<file path="src/timer_pair_consts.svh">
/*
 * Register indices, field positions, reset values and timing figures
 * of the timer pair and PWM channel block.
 * Assumes it is included by bare name; holds definitions only.
 */
`ifndef TIMER_PAIR_CONSTS_SVH
`define TIMER_PAIR_CONSTS_SVH

// ---------------------------------------------------------------
// Register indices (byte address is four times the index)
// ---------------------------------------------------------------
`define IDX_WIDE_TIMER_CONTROL 6'h10
`define IDX_WIDE_TIMER_RELOAD_LOW 6'h11
`define IDX_WIDE_TIMER_RELOAD_HIGH 6'h12
`define IDX_WIDE_TIMER_COUNT_LOW 6'h13
`define IDX_WIDE_TIMER_COUNT_HIGH 6'h14
`define IDX_NARROW_TIMER_CONTROL 6'h15
`define IDX_PWM_CHANNEL_CONTROL 6'h16
`define IDX_NARROW_TIMER_RELOAD 6'h17
`define IDX_NARROW_TIMER_COUNT 6'h18
`define IDX_IRQ_STATUS 6'h19
`define IDX_IRQ_MASK 6'h1A

// ---------------------------------------------------------------
// Field positions and encodings
// ---------------------------------------------------------------
`define IRQ_BIT_WIDE 0
`define IRQ_BIT_NARROW 1
`define IRQ_BITS 2
`define PRESCALE_BITS 7
`define PULSE_RATE_BITS 4

// ---------------------------------------------------------------
// Reset values
// ---------------------------------------------------------------
`define RST_TIMER_CONTROL 8'h00
`define RST_PWM_CONTROL 6'h00
`define RST_RELOAD_BYTE 8'h00
`define RST_IRQ 2'h0

// ---------------------------------------------------------------
// Timing
// ---------------------------------------------------------------
`define REF_CLK_PERIOD_NS 50
`define INTERNAL_RC_MHZ 4

`endif

</file>
<file path="src/timer_pair_pkg.sv">
/*
 * Types of the timer pair and PWM channel block.
 * Assumes the constants header is compiled alongside.
 */
package timer_pair_pkg;

	// Count clock source choices
	typedef enum logic [1:0] {
		SRC_EXT_PIN = 2'h0,
		SRC_OSC = 2'h1,
		SRC_INT_RC = 2'h2,
		SRC_UNUSED = 2'h3
	} clock_source_t;

	// Shared control byte layout of both timers
	typedef struct packed {
		logic enable;
		logic autoload_on_write;
		clock_source_t clock_source_sel;
		logic count_edge_sel;
		logic [2:0] prescale_sel;
	} timer_ctrl_t;

	// PWM control; the two unused positions are not stored
	typedef struct packed {
		logic pair_pwm_mode;
		logic pwm_initial_level;
		logic [3:0] pwm_irq_pulse_rate;
	} pwm_ctrl_t;

endpackage

</file>
<file path="src/timer_pair_pwm_unit.sv">
/*
 * Timer pair with PWM period logic: a 16-bit and an 8-bit up-counting
 * timer with reload, prescaler and source select, a PWM channel whose
 * period is the narrow timer, and an Avalon-MM register slave.
 * Assumes the partner duty timer lives outside and signals its
 * overflow on duty_overflow_in in this clock domain; count clocks
 * arrive asynchronously and are resynchronised here.
 */
// The Avalon-MM register port was left to the implementer.
// Summary of operation
// - Sixteen-bit up counter with two reload bytes
// - Timers count only while enabled; gates PWM
// - Auto-load copies written reload into counter
// - Auto-load acts only on reload writes
// - Wrap always reloads counter from reload register
// - Two-bit source: pin, oscillator, internal RC
// - Edge select applies to count pin only
// - Prescaler divides by two to the field
// - Eight-bit up counter with one reload
// - Narrow timer has same control layout
// - Narrow timer sets PWM period, partner duty
// - Mode bit selects independent timers or PWM
// - Initial level bit sets PWM start polarity
// - PWM event every rate-plus-one completed pulses
// - Count registers read-only, status write-one-to-clear, others read-write
// - PWM control bits five, four hold nothing
`timescale 1ns/1ns
`include "timer_pair_consts.svh"

// ---------------------------------------------------------------
// One timer channel: edge detect, prescaler, counter
// ---------------------------------------------------------------
module timer_core #(
	parameter int WIDTH = 16
) (
	input wire logic ref_clk_in,
	input wire logic rst_b_in,
	input wire timer_pair_pkg::timer_ctrl_t ctrl_in,
	input wire logic ext_level_in,
	input wire logic osc_level_in,
	input wire logic rc_level_in,
	input wire logic [WIDTH-1:0] reload_in,
	input wire logic [WIDTH-1:0] load_mask_in,
	output logic [WIDTH-1:0] count_out,
	output logic wrap_out
);
	logic ext_prev_reg;
	logic osc_prev_reg;
	logic rc_prev_reg;
	logic [`PRESCALE_BITS-1:0] presc_reg;
	logic [`PRESCALE_BITS-1:0] presc_next;
	logic [WIDTH-1:0] count_reg;
	logic [WIDTH-1:0] count_next;
	logic wrap_reg;

	// Edges of the already synchronised levels
	wire ext_rise = ext_level_in & ~ext_prev_reg;
	wire ext_fall = ~ext_level_in & ext_prev_reg;
	wire ext_edge = ctrl_in.count_edge_sel ? ext_fall : ext_rise;
	wire osc_rise = osc_level_in & ~osc_prev_reg;
	wire rc_rise = rc_level_in & ~rc_prev_reg;

	// Source select; the unused code gives no ticks at all, so a timer
	// left on that code simply stands still rather than counting noise
	wire src_tick = (ctrl_in.clock_source_sel == timer_pair_pkg::SRC_EXT_PIN) ? ext_edge :
		(ctrl_in.clock_source_sel == timer_pair_pkg::SRC_OSC) ? osc_rise :
		(ctrl_in.clock_source_sel == timer_pair_pkg::SRC_INT_RC) ? rc_rise :
		1'b0;

	// Divide by two to the field: pass when the low field bits are all ones
	wire [7:0] presc_span = 8'h01 << ctrl_in.prescale_sel;
	wire [7:0] presc_span_m1 = presc_span - 8'h01;
	wire [`PRESCALE_BITS-1:0] presc_mask = presc_span_m1[`PRESCALE_BITS-1:0];
	wire presc_tick = src_tick & ((presc_reg & presc_mask) == presc_mask);
	wire count_tick = ctrl_in.enable & presc_tick;
	wire at_top = &count_reg;
	wire [WIDTH-1:0] count_inc = count_reg + {{(WIDTH-1){1'b0}}, 1'b1};
	wire [WIDTH-1:0] count_run = count_tick ? (at_top ? reload_in : count_inc) : count_reg;

	// Prescaler is cleared while halted so a restart begins a full division
	assign presc_next = !ctrl_in.enable ? {`PRESCALE_BITS{1'b0}} :
		src_tick ? presc_reg + {{(`PRESCALE_BITS-1){1'b0}}, 1'b1} : presc_reg;
	// A reload write with auto-load wins over a count in the same cycle
	assign count_next = (count_run & ~load_mask_in) | (reload_in & load_mask_in);
	assign count_out = count_reg;
	assign wrap_out = wrap_reg;

	// Edge history of the source levels
	always_ff @(posedge ref_clk_in or negedge rst_b_in) begin
		if (!rst_b_in) begin
			ext_prev_reg <= 1'b0;
			osc_prev_reg <= 1'b0;
			rc_prev_reg <= 1'b0;
		end else begin
			ext_prev_reg <= ext_level_in;
			osc_prev_reg <= osc_level_in;
			rc_prev_reg <= rc_level_in;
		end
	end

	// Prescaler, counter and overflow pulse. The wrap pulse is registered,
	// so it comes one cycle after the wrapping tick, with the reloaded count; interrupt and PWM logic both
	// allow for that lag.
	always_ff @(posedge ref_clk_in or negedge rst_b_in) begin
		if (!rst_b_in) begin
			presc_reg <= {`PRESCALE_BITS{1'b0}};
			count_reg <= {WIDTH{1'b0}};
			wrap_reg <= 1'b0;
		end else begin
			presc_reg <= presc_next;
			count_reg <= count_next;
			wrap_reg <= count_tick & at_top;
		end
	end
endmodule

// ---------------------------------------------------------------
// Top: register slave, two timers, PWM channel, interrupt
// ---------------------------------------------------------------
module timer_pair_pwm_unit #(
	parameter int WIDE_WIDTH = 16,
	parameter int NARROW_WIDTH = 8
) (
	input wire logic ref_clk_in,
	input wire logic rst_b_in,
	input wire logic [7:0] avs_address_in,
	input wire logic avs_read_in,
	input wire logic avs_write_in,
	input wire logic [31:0] avs_writedata_in,
	input wire logic [3:0] avs_byteenable_in,
	output logic [31:0] avs_readdata_out,
	output logic avs_waitrequest_out,
	input wire logic external_count_pin_in,
	input wire logic crystal_osc_input_in,
	input wire logic external_rc_clock_in,
	input wire logic dual_rc_mode_in,
	input wire logic internal_rc_clock_in,
	input wire logic duty_overflow_in,
	output logic pwm_out,
	output logic pwm_period_start_out,
	output logic irq_out
);
	logic [3:0] sync1_reg;
	logic [3:0] sync2_reg;
	logic wait_reg;
	logic [31:0] readdata_reg;
	timer_pair_pkg::timer_ctrl_t wide_ctrl_reg;
	timer_pair_pkg::timer_ctrl_t narrow_ctrl_reg;
	timer_pair_pkg::pwm_ctrl_t pwm_ctrl_reg;
	logic [WIDE_WIDTH-1:0] wide_reload_reg;
	logic [WIDE_WIDTH-1:0] wide_reload_next;
	logic [NARROW_WIDTH-1:0] narrow_reload_reg;
	logic [NARROW_WIDTH-1:0] narrow_reload_next;
	logic [`IRQ_BITS-1:0] irq_status_reg;
	logic [`IRQ_BITS-1:0] irq_status_next;
	logic [`IRQ_BITS-1:0] irq_mask_reg;
	logic irq_reg;
	logic pwm_level_reg;
	logic pwm_level_next;
	logic pwm_out_reg;
	logic period_start_reg;
	logic [`PULSE_RATE_BITS-1:0] pulse_cnt_reg;
	logic [`PULSE_RATE_BITS-1:0] pulse_cnt_next;
	logic pwm_event_reg;
	logic [WIDE_WIDTH-1:0] wide_count;
	logic [NARROW_WIDTH-1:0] narrow_count;
	logic wide_wrap;
	logic narrow_wrap;

	// Two-stage synchronisers for count pin, crystal, external RC and
	// internal RC; every count clock is foreign to this domain
	always_ff @(posedge ref_clk_in or negedge rst_b_in) begin
		if (!rst_b_in) begin
			sync1_reg <= 4'h0;
			sync2_reg <= 4'h0;
		end else begin
			sync1_reg <= {internal_rc_clock_in, external_rc_clock_in, crystal_osc_input_in,
				external_count_pin_in};
			sync2_reg <= sync1_reg;
		end
	end

	// Source for code 01 is the crystal input or the external RC clock,
	// chosen after the synchronisers; flipping the choice while the two
	// levels differ can fake one edge, so switch it with the timers halted
	wire osc_level = dual_rc_mode_in ? sync2_reg[2] : sync2_reg[1];

	// Bus decode: one answer cycle after the request is seen
	wire bus_req = avs_read_in | avs_write_in;
	wire addr_aligned = (avs_address_in[1:0] == 2'h0);
	wire [5:0] reg_idx = avs_address_in[7:2];
	wire wr_ok = avs_write_in & ~wait_reg & addr_aligned & avs_byteenable_in[0];
	wire [7:0] wr_byte = avs_writedata_in[7:0];
	// Count indices have no write strobe, so writes there are dropped
	wire wr_wide_ctrl = wr_ok & (reg_idx == `IDX_WIDE_TIMER_CONTROL);
	wire wr_wide_lo = wr_ok & (reg_idx == `IDX_WIDE_TIMER_RELOAD_LOW);
	wire wr_wide_hi = wr_ok & (reg_idx == `IDX_WIDE_TIMER_RELOAD_HIGH);
	wire wr_narrow_ctrl = wr_ok & (reg_idx == `IDX_NARROW_TIMER_CONTROL);
	wire wr_pwm_ctrl = wr_ok & (reg_idx == `IDX_PWM_CHANNEL_CONTROL);
	wire wr_narrow_rl = wr_ok & (reg_idx == `IDX_NARROW_TIMER_RELOAD);
	wire wr_irq_status = wr_ok & (reg_idx == `IDX_IRQ_STATUS);
	wire wr_irq_mask = wr_ok & (reg_idx == `IDX_IRQ_MASK);

	// Read mux; unmapped or misaligned addresses read as zero. The count
	// bytes of the wide timer have no snapshot latch, so software that
	// needs a coherent pair must read high, low, high and retry on a carry.
	wire [7:0] pwm_ctrl_byte = {pwm_ctrl_reg.pair_pwm_mode, pwm_ctrl_reg.pwm_initial_level,
		2'h0, pwm_ctrl_reg.pwm_irq_pulse_rate};
	wire [7:0] rd_byte = !addr_aligned ? 8'h00 :
		(reg_idx == `IDX_WIDE_TIMER_CONTROL) ? wide_ctrl_reg :
		(reg_idx == `IDX_WIDE_TIMER_RELOAD_LOW) ? wide_reload_reg[7:0] :
		(reg_idx == `IDX_WIDE_TIMER_RELOAD_HIGH) ? wide_reload_reg[15:8] :
		(reg_idx == `IDX_WIDE_TIMER_COUNT_LOW) ? wide_count[7:0] :
		(reg_idx == `IDX_WIDE_TIMER_COUNT_HIGH) ? wide_count[15:8] :
		(reg_idx == `IDX_NARROW_TIMER_CONTROL) ? narrow_ctrl_reg :
		(reg_idx == `IDX_PWM_CHANNEL_CONTROL) ? pwm_ctrl_byte :
		(reg_idx == `IDX_NARROW_TIMER_RELOAD) ? narrow_reload_reg :
		(reg_idx == `IDX_NARROW_TIMER_COUNT) ? narrow_count :
		(reg_idx == `IDX_IRQ_STATUS) ? {6'h00, irq_status_reg} :
		(reg_idx == `IDX_IRQ_MASK) ? {6'h00, irq_mask_reg} :
		8'h00;

	// Slave handshake: wait_reg idles high, drops for the answer cycle.
	// A fixed single wait state keeps the read mux off the bus path at
	// the cost of two cycles per access.
	always_ff @(posedge ref_clk_in or negedge rst_b_in) begin
		if (!rst_b_in) begin
			wait_reg <= 1'b1;
			readdata_reg <= 32'h0000_0000;
		end else begin
			wait_reg <= ~(bus_req & wait_reg);
			if (avs_read_in & wait_reg) begin
				readdata_reg <= {24'h00_0000, rd_byte};
			end
		end
	end

	// New reload values; the counter sees them in the write cycle,
	// so a wrap in that very cycle already reloads the new byte
	assign wide_reload_next = {wr_wide_hi ? wr_byte : wide_reload_reg[15:8],
		wr_wide_lo ? wr_byte : wide_reload_reg[7:0]};
	assign narrow_reload_next = wr_narrow_rl ? wr_byte : narrow_reload_reg;

	// Auto-load masks, live only in the cycle the reload byte is written
	wire [WIDE_WIDTH-1:0] wide_load_mask = {{8{wr_wide_hi & wide_ctrl_reg.autoload_on_write}},
		{8{wr_wide_lo & wide_ctrl_reg.autoload_on_write}}};
	wire [NARROW_WIDTH-1:0] narrow_load_mask =
		{NARROW_WIDTH{wr_narrow_rl & narrow_ctrl_reg.autoload_on_write}};

	// Control and reload registers. Auto-load reads the control bit as it
	// stands, so a control write and a reload write are two accesses.
	always_ff @(posedge ref_clk_in or negedge rst_b_in) begin
		if (!rst_b_in) begin
			wide_ctrl_reg <= `RST_TIMER_CONTROL;
			narrow_ctrl_reg <= `RST_TIMER_CONTROL;
			pwm_ctrl_reg <= `RST_PWM_CONTROL;
			wide_reload_reg <= {`RST_RELOAD_BYTE, `RST_RELOAD_BYTE};
			narrow_reload_reg <= `RST_RELOAD_BYTE;
			irq_mask_reg <= `RST_IRQ;
		end else begin
			wide_reload_reg <= wide_reload_next;
			narrow_reload_reg <= narrow_reload_next;
			if (wr_wide_ctrl) begin
				wide_ctrl_reg <= wr_byte;
			end
			if (wr_narrow_ctrl) begin
				narrow_ctrl_reg <= wr_byte;
			end
			if (wr_pwm_ctrl) begin
				pwm_ctrl_reg <= {wr_byte[7:6], wr_byte[3:0]};
			end
			if (wr_irq_mask) begin
				irq_mask_reg <= wr_byte[`IRQ_BITS-1:0];
			end
		end
	end

	// Wide timer instance
	timer_core #(
		.WIDTH(WIDE_WIDTH)
	) u_wide_timer (
		.ref_clk_in(ref_clk_in),
		.rst_b_in(rst_b_in),
		.ctrl_in(wide_ctrl_reg),
		.ext_level_in(sync2_reg[0]),
		.osc_level_in(osc_level),
		.rc_level_in(sync2_reg[3]),
		.reload_in(wide_reload_next),
		.load_mask_in(wide_load_mask),
		.count_out(wide_count),
		.wrap_out(wide_wrap)
	);

	// Narrow timer instance, the PWM period source in paired mode
	timer_core #(
		.WIDTH(NARROW_WIDTH)
	) u_narrow_timer (
		.ref_clk_in(ref_clk_in),
		.rst_b_in(rst_b_in),
		.ctrl_in(narrow_ctrl_reg),
		.ext_level_in(sync2_reg[0]),
		.osc_level_in(osc_level),
		.rc_level_in(sync2_reg[3]),
		.reload_in(narrow_reload_next),
		.load_mask_in(narrow_load_mask),
		.count_out(narrow_count),
		.wrap_out(narrow_wrap)
	);

	// PWM active only when paired and the narrow timer is enabled; the
	// duty timer's own enable is the partner's business and not seen here
	wire pwm_active = pwm_ctrl_reg.pair_pwm_mode & narrow_ctrl_reg.enable;
	wire start_level = ~pwm_ctrl_reg.pwm_initial_level;
	wire pulse_done = pwm_active & narrow_wrap;
	wire rate_hit = (pulse_cnt_reg == pwm_ctrl_reg.pwm_irq_pulse_rate);

	// Period end restarts the level; it outranks a coincident duty overflow
	assign pwm_level_next = !pwm_active ? start_level :
		pulse_done ? start_level :
		duty_overflow_in ? pwm_ctrl_reg.pwm_initial_level :
		pwm_level_reg;
	// Completed pulses counted modulo rate plus one
	assign pulse_cnt_next = !pwm_active ? {`PULSE_RATE_BITS{1'b0}} :
		!pulse_done ? pulse_cnt_reg :
		rate_hit ? {`PULSE_RATE_BITS{1'b0}} :
		pulse_cnt_reg + {{(`PULSE_RATE_BITS-1){1'b0}}, 1'b1};

	// PWM level, pulse counter and event pulse. A duty overflow that
	// arrives while the channel is idle is ignored; the level only leaves
	// its start value once a period is running.
	always_ff @(posedge ref_clk_in or negedge rst_b_in) begin
		if (!rst_b_in) begin
			pwm_level_reg <= 1'b1;
			pwm_out_reg <= 1'b0;
			period_start_reg <= 1'b0;
			pulse_cnt_reg <= {`PULSE_RATE_BITS{1'b0}};
			pwm_event_reg <= 1'b0;
		end else begin
			pwm_level_reg <= pwm_level_next;
			pwm_out_reg <= pwm_active & pwm_level_next;
			period_start_reg <= pulse_done;
			pulse_cnt_reg <= pulse_cnt_next;
			pwm_event_reg <= pulse_done & rate_hit;
		end
	end

	// Interrupt events; paired mode swaps the narrow wrap for the pulse event
	wire narrow_event = pwm_ctrl_reg.pair_pwm_mode ? pwm_event_reg : narrow_wrap;
	wire [`IRQ_BITS-1:0] irq_events = {narrow_event, wide_wrap};
	wire [`IRQ_BITS-1:0] irq_clear = wr_irq_status ? wr_byte[`IRQ_BITS-1:0] : `RST_IRQ;
	// A new event beats a write-one clear in the same cycle
	assign irq_status_next = (irq_status_reg & ~irq_clear) | irq_events;

	// Sticky status and masked interrupt level. irq_out follows the status
	// one cycle late, so a handler that clears and exits at once may see
	// the line high for one more cycle.
	always_ff @(posedge ref_clk_in or negedge rst_b_in) begin
		if (!rst_b_in) begin
			irq_status_reg <= `RST_IRQ;
			irq_reg <= 1'b0;
		end else begin
			irq_status_reg <= irq_status_next;
			irq_reg <= |(irq_status_reg & irq_mask_reg);
		end
	end

	// Outputs straight from flip-flops
	assign avs_readdata_out = readdata_reg;
	assign avs_waitrequest_out = wait_reg;
	assign pwm_out = pwm_out_reg;
	assign pwm_period_start_out = period_start_reg;
	assign irq_out = irq_reg;
endmodule

</file>
<file path="config.mk">
export PLATFORM = sky130hd
export DESIGN_NAME = timer_pair_pwm_unit
export DESIGN_NICKNAME = d
export VERILOG_FILES = /design/src/timer_pair_pkg.sv /design/src/timer_pair_pwm_unit.sv
export VERILOG_INCLUDE_DIRS = /design/src
export SDC_FILE = /design/constraint.sdc
export NUM_CORES = 1
export LEC_CHECK = 0
export ABC_CLOCK_PERIOD_IN_PS = 5990
export BUFFER_PORTS_ARGS = -buffer_cell sky130_fd_sc_hd__buf_2
export CELL_PAD_IN_SITES_DETAIL_PLACEMENT = 2
export CELL_PAD_IN_SITES_GLOBAL_PLACEMENT = 2
export CORE_UTILIZATION = 35
export CTS_CLUSTER_DIAMETER = 40
export DETAILED_ROUTE_END_ITERATION = 16
export GPL_TIMING_DRIVEN = 0
export HOLD_SLACK_MARGIN = 0.15
export PLACE_DENSITY_LB_ADDON = 0.1
export SETUP_SLACK_MARGIN = 0.05
export SYNTH_ARGS = -nofsm -noshare
export SYNTH_HDL_FRONTEND = slang
export SYNTH_SLANG_ARGS = --single-unit
</file>
<file path="constraint.sdc">
create_clock -name ref_clk_in -period 5.99 [get_ports ref_clk_in]
set_clock_uncertainty 0.2 [all_clocks]
set_input_delay 0.2995 -clock ref_clk_in [delete_from_list [all_inputs] [get_ports ref_clk_in]]
set_output_delay 0.2995 -clock ref_clk_in [all_outputs]
set_load 0.005 [all_outputs]
</file>
# Word-level counts from Yosys, hierarchy flattened

Index checks and enable logic that the tools add are counted.

Bits in registers: 119
Input bits: 54
Logic and storage cells: 164
Output and inout port bits: 36

Reduce and logical (&&, ||, !) cells: 6
Shift operators: 2
Muxes and demuxes: 40
Equality and inequality tests: 21
$add $sub $neg: 7
Bitwise operators: 52

Operators with widths:

| kind                                                                  | number |
|---|---|
| 8-bit two-way mux                                                     | 15 |
| 6-bit by 5-bit equality test with 1-bit output, second input constant | 11 |
| 16-bit bitwise AND                                                    | 2 |
| 16-bit two-way mux                                                    | 2 |
| 1-bit bitwise AND                                                     | 30 |
| 7-bit two-way mux                                                     | 4 |
| 16-bit by 1-bit adder with 16-bit output, second input constant       | 1 |
| 8-bit bitwise AND                                                     | 2 |
| 16-bit NOT                                                            | 1 |
| 16-bit bitwise OR                                                     | 1 |
| 16-bit AND reduction                                                  | 1 |
| 7-bit by 1-bit adder with 7-bit output, second input constant         | 2 |
| 7-bit bitwise AND                                                     | 2 |
| 7-bit equality test                                                   | 2 |
| 1-bit by 3-bit << shifter with 7-bit output, first input constant     | 2 |
| 7-bit by 1-bit subtractor with 7-bit output, second input constant    | 2 |
| 1-bit two-way mux                                                     | 13 |
| 4-bit two-way mux                                                     | 3 |
| 8-bit by 1-bit adder with 8-bit output, second input constant         | 1 |
| 8-bit NOT                                                             | 1 |
| 8-bit bitwise OR                                                      | 1 |
| 8-bit AND reduction                                                   | 1 |
| 1-bit NOT                                                             | 7 |
| 2-bit logical NOT                                                     | 3 |
| 11 further kinds                                                      | 18 |

# Depth between registers and ports, before layout

Gate-level depths: netlist (run 1).

Word-level depth: 13
Depth in mapped cells: 9
Mapped depth without buffers: 7

# Modules after synthesis

A second synthesis (run 1) with hierarchy kept.

Cells, all modules: 655
Area, all modules: 6827.8 um2

Modules (own cells, without submodules):

| module                       | cells each | area an instance (um2) | seq. area each (um2) | instances |
|---|---|---|---|---|
| timer_pair_pwm_unit          | 343        | 3852.4                 | 1904.3               | 1 |
| timer_core at u_wide_timer   | 194        | 1761.7                 | 675.6                | 1 |
| timer_core at u_narrow_timer | 118        | 1213.7                 | 475.5                | 1 |

# Worst setup path after synthesis (run 1)

Ideal clock, no wire load.

Path kind: flip-flop to flip-flop
Start point: register with a tool-made name
End point: register with a tool-made name
Setup slack: 3.784 ns
Buffers on the path: 1
Library setup time: 0.130 ns
Cell stages (with the launch flop): 9
Data arrival time: 1.876 ns
Path through: dfrtp_1 -> ha_1 -> nand3_1 -> or4_1 -> clkbuf_1 -> o211ai_1 -> o31ai_1 -> a211oi_1 -> o21ai_0

==> results.py, run 1 <==
metrics = {
    "setup_path": {
        "cp_num_buf_inv": 0,
        "critical_path_peak_fanout": 10,
        "cp_cell_sequence": "ha_1 > nand3_1 > nor4_2 > a31oi_1 > nor2_1 > a21oi_1 > o22a_1",
        "critPathMaxStageDelay_ns": 0.79,
        "cp_top_family": "simple AND/OR/NAND/NOR gates",
        "cpMaxStageDelayCell": "sky130_fd_sc_hd__nor4_2",
        "data_required_critical_path_ns": 6.10,
        "critPathCaptureType": "flop",
        "setup.worst_path.class": "flop to flop",
        "r2r.worst_path.cells": 7,
        "r2r_setup_slack_ns": 3.02,
        "signal_arrival_time_at_the_worst_endpoint_ns": 3.07,
        "start_kind": "flop",
    },
    "clocking": {
        "clk_path_buf_depth": 2,
        "tritoncts": "yes",
        "cts_resized": 0,
        "clock-sinks": 119,
        "cts-root-buf": "sky130_fd_sc_hd__clkbuf_16",
        "numCtsBuffers": 17,
        "cts.clk_slew.worst_paths_ns": 0.06,
        "cts_htree_levels": 4,
        "insertion_delay_ns": 0.42,
    },
    "floorplanning": {
        "number_of_top_level_pins": 90,
        "fp.coreArea_sq_mm": 0.0182,
        "initial_utilization": 0.362,
        "die_h_um": 139,
        "die_w_um": 139,
        "rows": 49,
        "design.die.area_sq_mm": 0.0194,
    },
    "flow_run": {
        "maxCapViolations": 0,
    },
    "detailed_routing": {
        "detail-route-antenna-nets": 0,
        "drt-wirelength-per-cell_um": 22.9,
        "routed-via-count": 5538,
        "initialDrtViolationCount": 239,
        "vias_per_cell": 5.69,
        "wl_um": 22300,
        "detail_route.first_pass.iterations": 4,
        "drc": 0,
    },
    "timing": {
        "timing.final.hold_violations": 0,
        "post-route-min-period_ns": 2.97,
        "final_min_period_over_clock_period": 0.496,
        "grt_setup_unrepaired": "no",
        "tns_ns": 0,
        "timing.max_slew.rel_slack": 0.340,
        "finalSetupViolCount": 0,
        "max_clock_freq_mhz": 337,
        "timing_max_transition_violations_final": 0,
        "worst-slew-pin-transition_ns": 0.986,
    },
    "power_and_ir_drop": {
        "cellInternalPower_uw": 1520,
        "power.density_cell_area_mw_per_mm2": 254,
        "pwr-share-seq": 0.417,
        "total_power_uw": 2010,
        "combPwrFrac": 0.072,
        "ir_drop_uv": 170,
        "swShare": 0.242,
        "clkPwrFrac": 0.511,
        "power.static_leakage_uw": 0.00362,
        "switching_power_uw": 487,
    },
    "min_path": {
        "cells_on_worst_hold_path": 0,
        "hp-class": "flop to flop",
        "min_delay_worst_endpoint": "sync2_reg[0]",
        "worstHoldStart": "sync1_reg[0]",
    },
    "yosys": {
        "synth.avg_cell_area_sq_um": 10.3,
        "synthCells": 639,
        "ys_seq_area_frac": 0.452,
        "synth.ff_latch_count": 119,
        "ys.warnings.count": 0,
        "postSynth.asyncResetShare": 1.00,
        "synth_edf_count": 0,
        "synthFlopType": "sky130_fd_sc_hd__dfrtp_1",
        "post_synth_instance_area_sq_mm": 0.00660,
        "synth.lib_cells_used.distinct": 69,
    },
    "placement": {
        "buffer_ports.inserted": 35,
        "dp_hpwl_um": 16400,
        "place_inst": 927,
        "placed_instance_area_sq_mm": 0.00718,
        "gp_congestion": 0.843,
    },
    "final_layout": {
        "post_layout_util": 0.435,
        "finish.cell_count_without_fillers": 973,
        "area_growth_pct": 20.0,
        "finalNetCount": 790,
        "n_diodes": 0,
        "fin_area_sq_mm": 0.00791,
        "fillCellCount": 1972,
        "layout-drive-gt1-share": 0.231,
    },
    "global_routing": {
        "grt_use_met3": 0.0361,
        "groute.layer.met2.usage": 0.400,
        "grtUsageTotal": 0.242,
        "grt_busiest_layer": "met2",
        "first_global_vias": 6048,
        "grt_max_degree": 64,
        "groute.layer.met1.usage": 0.325,
        "globalRouteOverflowTotal": 0,
        "antenna_found_initial": 0,
        "grt_first_pass_wirelength_um": 35300,
    },
    "outcome": {
        "outcome": "finished, final reports clean",
    },
}
## stage by stage
stage	hold slack, ns	worst slack (ns)
after global routing	0.171	2.83
final	0.154	3.02
after global placement	0.140	2.83
after detailed placement	0.118	3.05
after CTS	0.158	3.01
after floorplan	-0.196	3.78
## power by group through the flow
stage,registers (uW),clock network (uW),logic [uW]
floorplan,844,0,71.1
global placement,849,0,129
detailed placement,850,0,135
CTS,836,1050,144
global route,838,1080,158
finish,836,1030,144
## cell families (layout without fill, tap and decap cells)
family / after synthesis / after routing / synth area share
and+or+nand+nor: 187 / 187 / 0.160
other: 1 / 24 / 0.000568
AOI/OAI and AO/OA: 158 / 158 / 0.162
buffers and inverters: 74 / 156 / 0.0596
DFF: 119 / 119 / 0.452
muxes: 77 / 77 / 0.133
adders and majority gates: 5 / 5 / 0.00948
xor gates and xnor gates: 18 / 18 / 0.0239
## cell type report
type	instances	area (sq um)	share of cell area
Buffer	55	322	0.0406
Inverter	19	71.3	0.00901
Clock inverter	11	124	0.0157
Timing Repair Buffer	50	349	0.0441
Clock buffer	21	470	0.0595
Tap cell	229	287	0.0362
Sequential cell	119	2980	0.377
Multi-Input combinational cell	469	3310	0.418
## worst register-to-register path, cell delays in order, from the launching register on
cell and delay, ns:
sky130_fd_sc_hd__dfrtp_1 0.46, sky130_fd_sc_hd__ha_1 0.25, sky130_fd_sc_hd__nand3_1 0.24, sky130_fd_sc_hd__nor4_2 0.80
sky130_fd_sc_hd__a31oi_1 0.39, sky130_fd_sc_hd__nor2_1 0.23, sky130_fd_sc_hd__a21oi_1 0.07, sky130_fd_sc_hd__o22a_1 0.24
## synthesized netlist by cell type, drive strengths merged (2+ instances only)
cell | number | share of area
a2111oi | 2 | 0.0027
a211oi | 7 | 0.0080
a21oi | 34 | 0.026
a221o | 5 | 0.0076
a221oi | 4 | 0.0063
a22o | 7 | 0.0093
a22oi | 3 | 0.0034
a311oi | 2 | 0.0027
a31oi | 8 | 0.0099
a32oi | 3 | 0.0040
and2 | 17 | 0.016
and3 | 9 | 0.0085
and4 | 5 | 0.0066
buf | 40 | 0.040
clkbuf | 15 | 0.0085
dfrtp | 117 | 0.44
dfstp | 2 | 0.0080
ha | 5 | 0.0095
inv | 19 | 0.011
mux2 | 52 | 0.089
mux2i | 22 | 0.033
mux4 | 3 | 0.010
nand2 | 43 | 0.024
nand2b | 5 | 0.0047
nand3 | 24 | 0.019
nand3b | 2 | 0.0023
nand4 | 20 | 0.022
nor2 | 28 | 0.016
nor2b | 12 | 0.011
nor3 | 9 | 0.0068
nor3b | 2 | 0.0023
nor4 | 2 | 0.0028
nor4b | 2 | 0.0072
o211ai | 7 | 0.0080
o21a | 2 | 0.0023
o21ai | 43 | 0.033
o22a | 5 | 0.0066
o22ai | 9 | 0.0085
o2bb2ai | 3 | 0.0040
o31ai | 5 | 0.0057
xnor2 | 16 | 0.021
xor2 | 2 | 0.0027
## repair_timing
action,4_1_cts,5_1_grt
hold endpoints to repair,94,0
hold buffers,14,0
setup buffers,0,0
## routing by layer
metal  share of wire  routed length (um)
met5               0                   0
met4           0.018                 399
met3           0.035                 783
met2            0.48               10700
met1            0.47               10400
## worst max path at each step
stage | slack (ns) | from | cells past startpoint | to
2_1_floorplan | 3.78 | flop | 8 | flop
4_1_cts | 3.01 | flop | 7 | flop
3_5_place_dp | 3.05 | flop | 7 | flop
5_1_grt | 2.83 | flop | 7 | flop
6_report | 3.02 | flop | 7 | flop
3_3_place_gp | 2.83 | rst_b_in | 1 | async pin
## cell usage in the layout (no fill, tap or decap), types with 9 or more instances in the layout
| cell | count |
|---|---|
| sky130_fd_sc_hd__dfrtp_1 | 117 |
| sky130_fd_sc_hd__mux2_2 | 51 |
| sky130_fd_sc_hd__buf_2 | 45 |
| sky130_fd_sc_hd__nand2_1 | 43 |
| sky130_fd_sc_hd__o21ai_0 | 41 |
| sky130_fd_sc_hd__a21oi_1 | 34 |
| sky130_fd_sc_hd__nor2_1 | 28 |
| sky130_fd_sc_hd__buf_4 | 25 |
| sky130_fd_sc_hd__conb_1 | 24 |
| sky130_fd_sc_hd__nand3_1 | 23 |
| sky130_fd_sc_hd__mux2i_1 | 22 |
| sky130_fd_sc_hd__inv_1 | 19 |
| sky130_fd_sc_hd__and2_1 | 17 |
| sky130_fd_sc_hd__nand4_1 | 17 |
| sky130_fd_sc_hd__clkbuf_16 | 17 |
| sky130_fd_sc_hd__clkbuf_1 | 16 |
| sky130_fd_sc_hd__xnor2_1 | 16 |
| sky130_fd_sc_hd__dlygate4sd3_1 | 14 |
| sky130_fd_sc_hd__nor2b_1 | 12 |
| sky130_fd_sc_hd__and3_1 | 9 |
| sky130_fd_sc_hd__nor3_1 | 9 |
| sky130_fd_sc_hd__o22ai_1 | 9 |
(Power assumes the default switching activity.)
==> inputs of run 2 (changes only) <==
--- a/config.mk
+++ b/config.mk
@@ -6,11 +6,11 @@
 export SDC_FILE = /design/constraint.sdc
 export NUM_CORES = 1
 export LEC_CHECK = 0
-export ABC_CLOCK_PERIOD_IN_PS = 5990
+export ABC_CLOCK_PERIOD_IN_PS = 2500
 export BUFFER_PORTS_ARGS = -buffer_cell sky130_fd_sc_hd__buf_2
 export CELL_PAD_IN_SITES_DETAIL_PLACEMENT = 2
 export CELL_PAD_IN_SITES_GLOBAL_PLACEMENT = 2
-export CORE_UTILIZATION = 35
+export CORE_UTILIZATION = 34
 export CTS_CLUSTER_DIAMETER = 40
 export DETAILED_ROUTE_END_ITERATION = 16
 export GPL_TIMING_DRIVEN = 0
==> constraint.sdc (replaced) <==
create_clock -name ref_clk_in -period 2.5 [get_ports ref_clk_in]
set_clock_uncertainty 0.2 [all_clocks]
set_input_delay 0.125 -clock ref_clk_in [delete_from_list [all_inputs] [get_ports ref_clk_in]]
set_output_delay 0.125 -clock ref_clk_in [all_outputs]
set_load 0.005 [all_outputs]
==> run 2 against run 1 <==
Compared with the run above:
- worst hold slack worse by 0.0027 ns
- count of clock-buffer cells in the layout did not move
- critical path type is now input pin to flop
- largest cell class unchanged
- worst setup slack worse by 2.9 ns
- first-iteration DRC count fell by 7.1%
- largest power group unchanged
- die area up 2.9%
- sequential power up 140%
- non-clock buffer count up 26
- via count rose by 2.4%
==> results.py, run 2 (synthesis results as in run 1) <==
metrics = {
    "setup_path": {
        "signal_arrival_time_at_the_worst_endpoint_ns": 2.49,
        "start_kind": "input pin",
        "worstSetupStartpoint": "avs_address_in[0]",
        "setup.worst_path.class": "input pin to flop",
        "r2r_setup_slack_ns": 0.12,
        "critical_path_peak_fanout": 10,
        "r2r.worst_path.cells": 6,
        "rr_startpoint": "narrow_ctrl_reg[5]",
        "data_required_critical_path_ns": 2.60,
        "critPathCaptureType": "flop",
    },
    "floorplanning": {
        "design.die.area_sq_mm": 0.0200,
        "fp.coreArea_sq_mm": 0.0188,
        "die_w_um": 141,
        "die_h_um": 141,
        "rows": 50,
        "initial_utilization": 0.350,
        "number_of_top_level_pins": 90,
    },
    "power_and_ir_drop": {
        "clkPwrFrac": 0.519,
        "power.density_cell_area_mw_per_mm2": 595,
        "ir_drop_uv": 440,
        "swShare": 0.240,
        "cellInternalPower_uw": 3770,
        "total_power_uw": 4960,
        "switching_power_uw": 1190,
        "pwr-share-seq": 0.405,
        "power.static_leakage_uw": 0.00377,
        "combPwrFrac": 0.077,
    },
    "final_layout": {
        "area_growth_pct": 26.3,
        "finalNetCount": 817,
        "layout-drive-gt1-share": 0.270,
        "layout.cells.most_common_list": "113 x sky130_fd_sc_hd__dfrtp_1, 51 x sky130_fd_sc_hd__mux2_2, 43 x sky130_fd_sc_hd__nand2_1, 43 x sky130_fd_sc_hd__buf_4, 42 x sky130_fd_sc_hd__buf_2",
        "layout_commonest_cell": "sky130_fd_sc_hd__dfrtp_1",
        "finish.cell_count_without_fillers": 1031,
        "n_diodes": 0,
        "post_layout_util": 0.442,
    },
    "timing": {
        "max_clock_freq_mhz": 419,
        "timing_max_transition_violations_final": 0,
        "finalSetupViolCount": 0,
        "final_min_period_over_clock_period": 0.955,
        "post-route-min-period_ns": 2.39,
        "timing.max_slew.rel_slack": 0.461,
        "timing.final.hold_violations": 0,
        "tns_ns": 0,
        "worst-slew-pin-transition_ns": 0.805,
        "grt_setup_unrepaired": "yes",
    },
    "clocking": {
        "cts_htree_levels": 4,
        "clk_path_buf_depth": 2,
        "tritoncts": "yes",
        "cts.clk_slew.worst_paths_ns": 0.06,
        "cts-root-buf": "sky130_fd_sc_hd__clkbuf_16",
        "insertion_delay_ns": 0.42,
        "numCtsBuffers": 17,
        "clock-sinks": 119,
    },
    "min_path": {
        "hp-class": "flop to flop",
        "cells_on_worst_hold_path": 0,
        "min_delay_worst_endpoint": "sync2_reg[0]",
        "worstHoldStart": "sync1_reg[0]",
    },
    "detailed_routing": {
        "drt-wirelength-per-cell_um": 23.1,
        "wl_um": 23800,
        "detail-route-antenna-nets": 0,
        "drc": 0,
        "detail_route.first_pass.iterations": 4,
        "initialDrtViolationCount": 222,
        "routed-via-count": 5670,
        "vias_per_cell": 5.50,
    },
    "global_routing": {
        "first_global_vias": 6130,
        "grtUsageTotal": 0.247,
        "globalRouteOverflowTotal": 0,
        "antenna_found_initial": 0,
        "grt_first_pass_wirelength_um": 36300,
        "grt_max_degree": 70,
    },
    "outcome": {
        "outcome": "finished, final reports clean",
    },
    "flow_run": {
        "maxCapViolations": 0,
    },
    "placement": {
        "dp_hpwl_um": 16500,
        "gp_congestion": 0.819,
        "place_inst": 958,
        "buffer_ports.inserted": 35,
    },
}
run 2: cell count changes in the layout (fill, tap and decap cells not counted), sizes merged:
cell / previous run / this run
a31oi: 8 / 9
buf: 76 / 93
bufinv: 2 / 3
clkbuf: 36 / 34
clkinv: 6 / 4
clkinvlp: 3 / 4
dlygate4sd3: 14 / 25
run 2: per-stage QoR:
step / area [sq um] / hold WS (ns) / setup WS [ns]
after global routing: 8330 / 0.163 / 0.00333
final: 8330 / 0.151 / 0.113
after CTS: 8190 / 0.152 / 0.0622
after floorplan: 6680 / -0.371 / 0.294
after detailed placement: 7220 / -0.0745 / -0.462
after global placement: 7180 / 0.0377 / -0.508
run 2: area by class of cell:
cell class                      count  area (sq um)
Fill cell                        1975         10500
Multi-Input combinational cell    470          3410
Sequential cell                   119          2990
Timing Repair Buffer               78           587
Clock buffer                       21           470
Buffer                             53           333
Tap cell                          260           325
Clock inverter                     11           148
Inverter                           19          71.3
run 2: how the worst max path moves through the flow:
stage | to | cells after the start
final | flop | 9
after global routing | flop | 6
after CTS | flop | 8
after detailed placement | flop | 7
after global placement | async pin | 1
after floorplan | flop | 8
run 2: per-layer routing:
| metal | track usage | routed length (um) | share of wire | vias to the layer above |
|---|---|---|---|---|
| met4 | 0.0715 | 402 | 0.017 | 0 |
| met5 | 0 | 0 | 0 | - |
| met3 | 0.0439 | 904 | 0.038 | 25 |
| li1 | - | - | - | 2558 |
| met2 | 0.415 | 11800 | 0.49 | 127 |
| met1 | 0.324 | 10700 | 0.45 | 2960 |
run 2: what timing repair did:
action	CTS	global route
hold endpoints to repair	181	0
pin swaps	4	3
resized for setup	17	14
setup endpoints to repair	40	31
gates cloned	0	1
hold buffers	25	0
setup buffers	5	12
run 2: power by group through the flow:
stage	clock [uW]	sequential, uW	combinational (uW)
global placement	0	2040	310
detailed placement	0	2040	325
finish	2570	2010	381
global route	2690	2010	416
floorplan	0	2020	170
CTS	2630	2010	363
run 2: critical path: stages:
cell                            delay (ns)
sky130_fd_sc_hd__dlygate4sd3_1        0.54
sky130_fd_sc_hd__buf_2                0.15
sky130_fd_sc_hd__nor4b_4              0.26
sky130_fd_sc_hd__buf_4                0.21
sky130_fd_sc_hd__nand4_2              0.20
sky130_fd_sc_hd__buf_6                0.22
sky130_fd_sc_hd__mux2_4               0.31
sky130_fd_sc_hd__mux2_2               0.26
sky130_fd_sc_hd__o22a_1               0.19
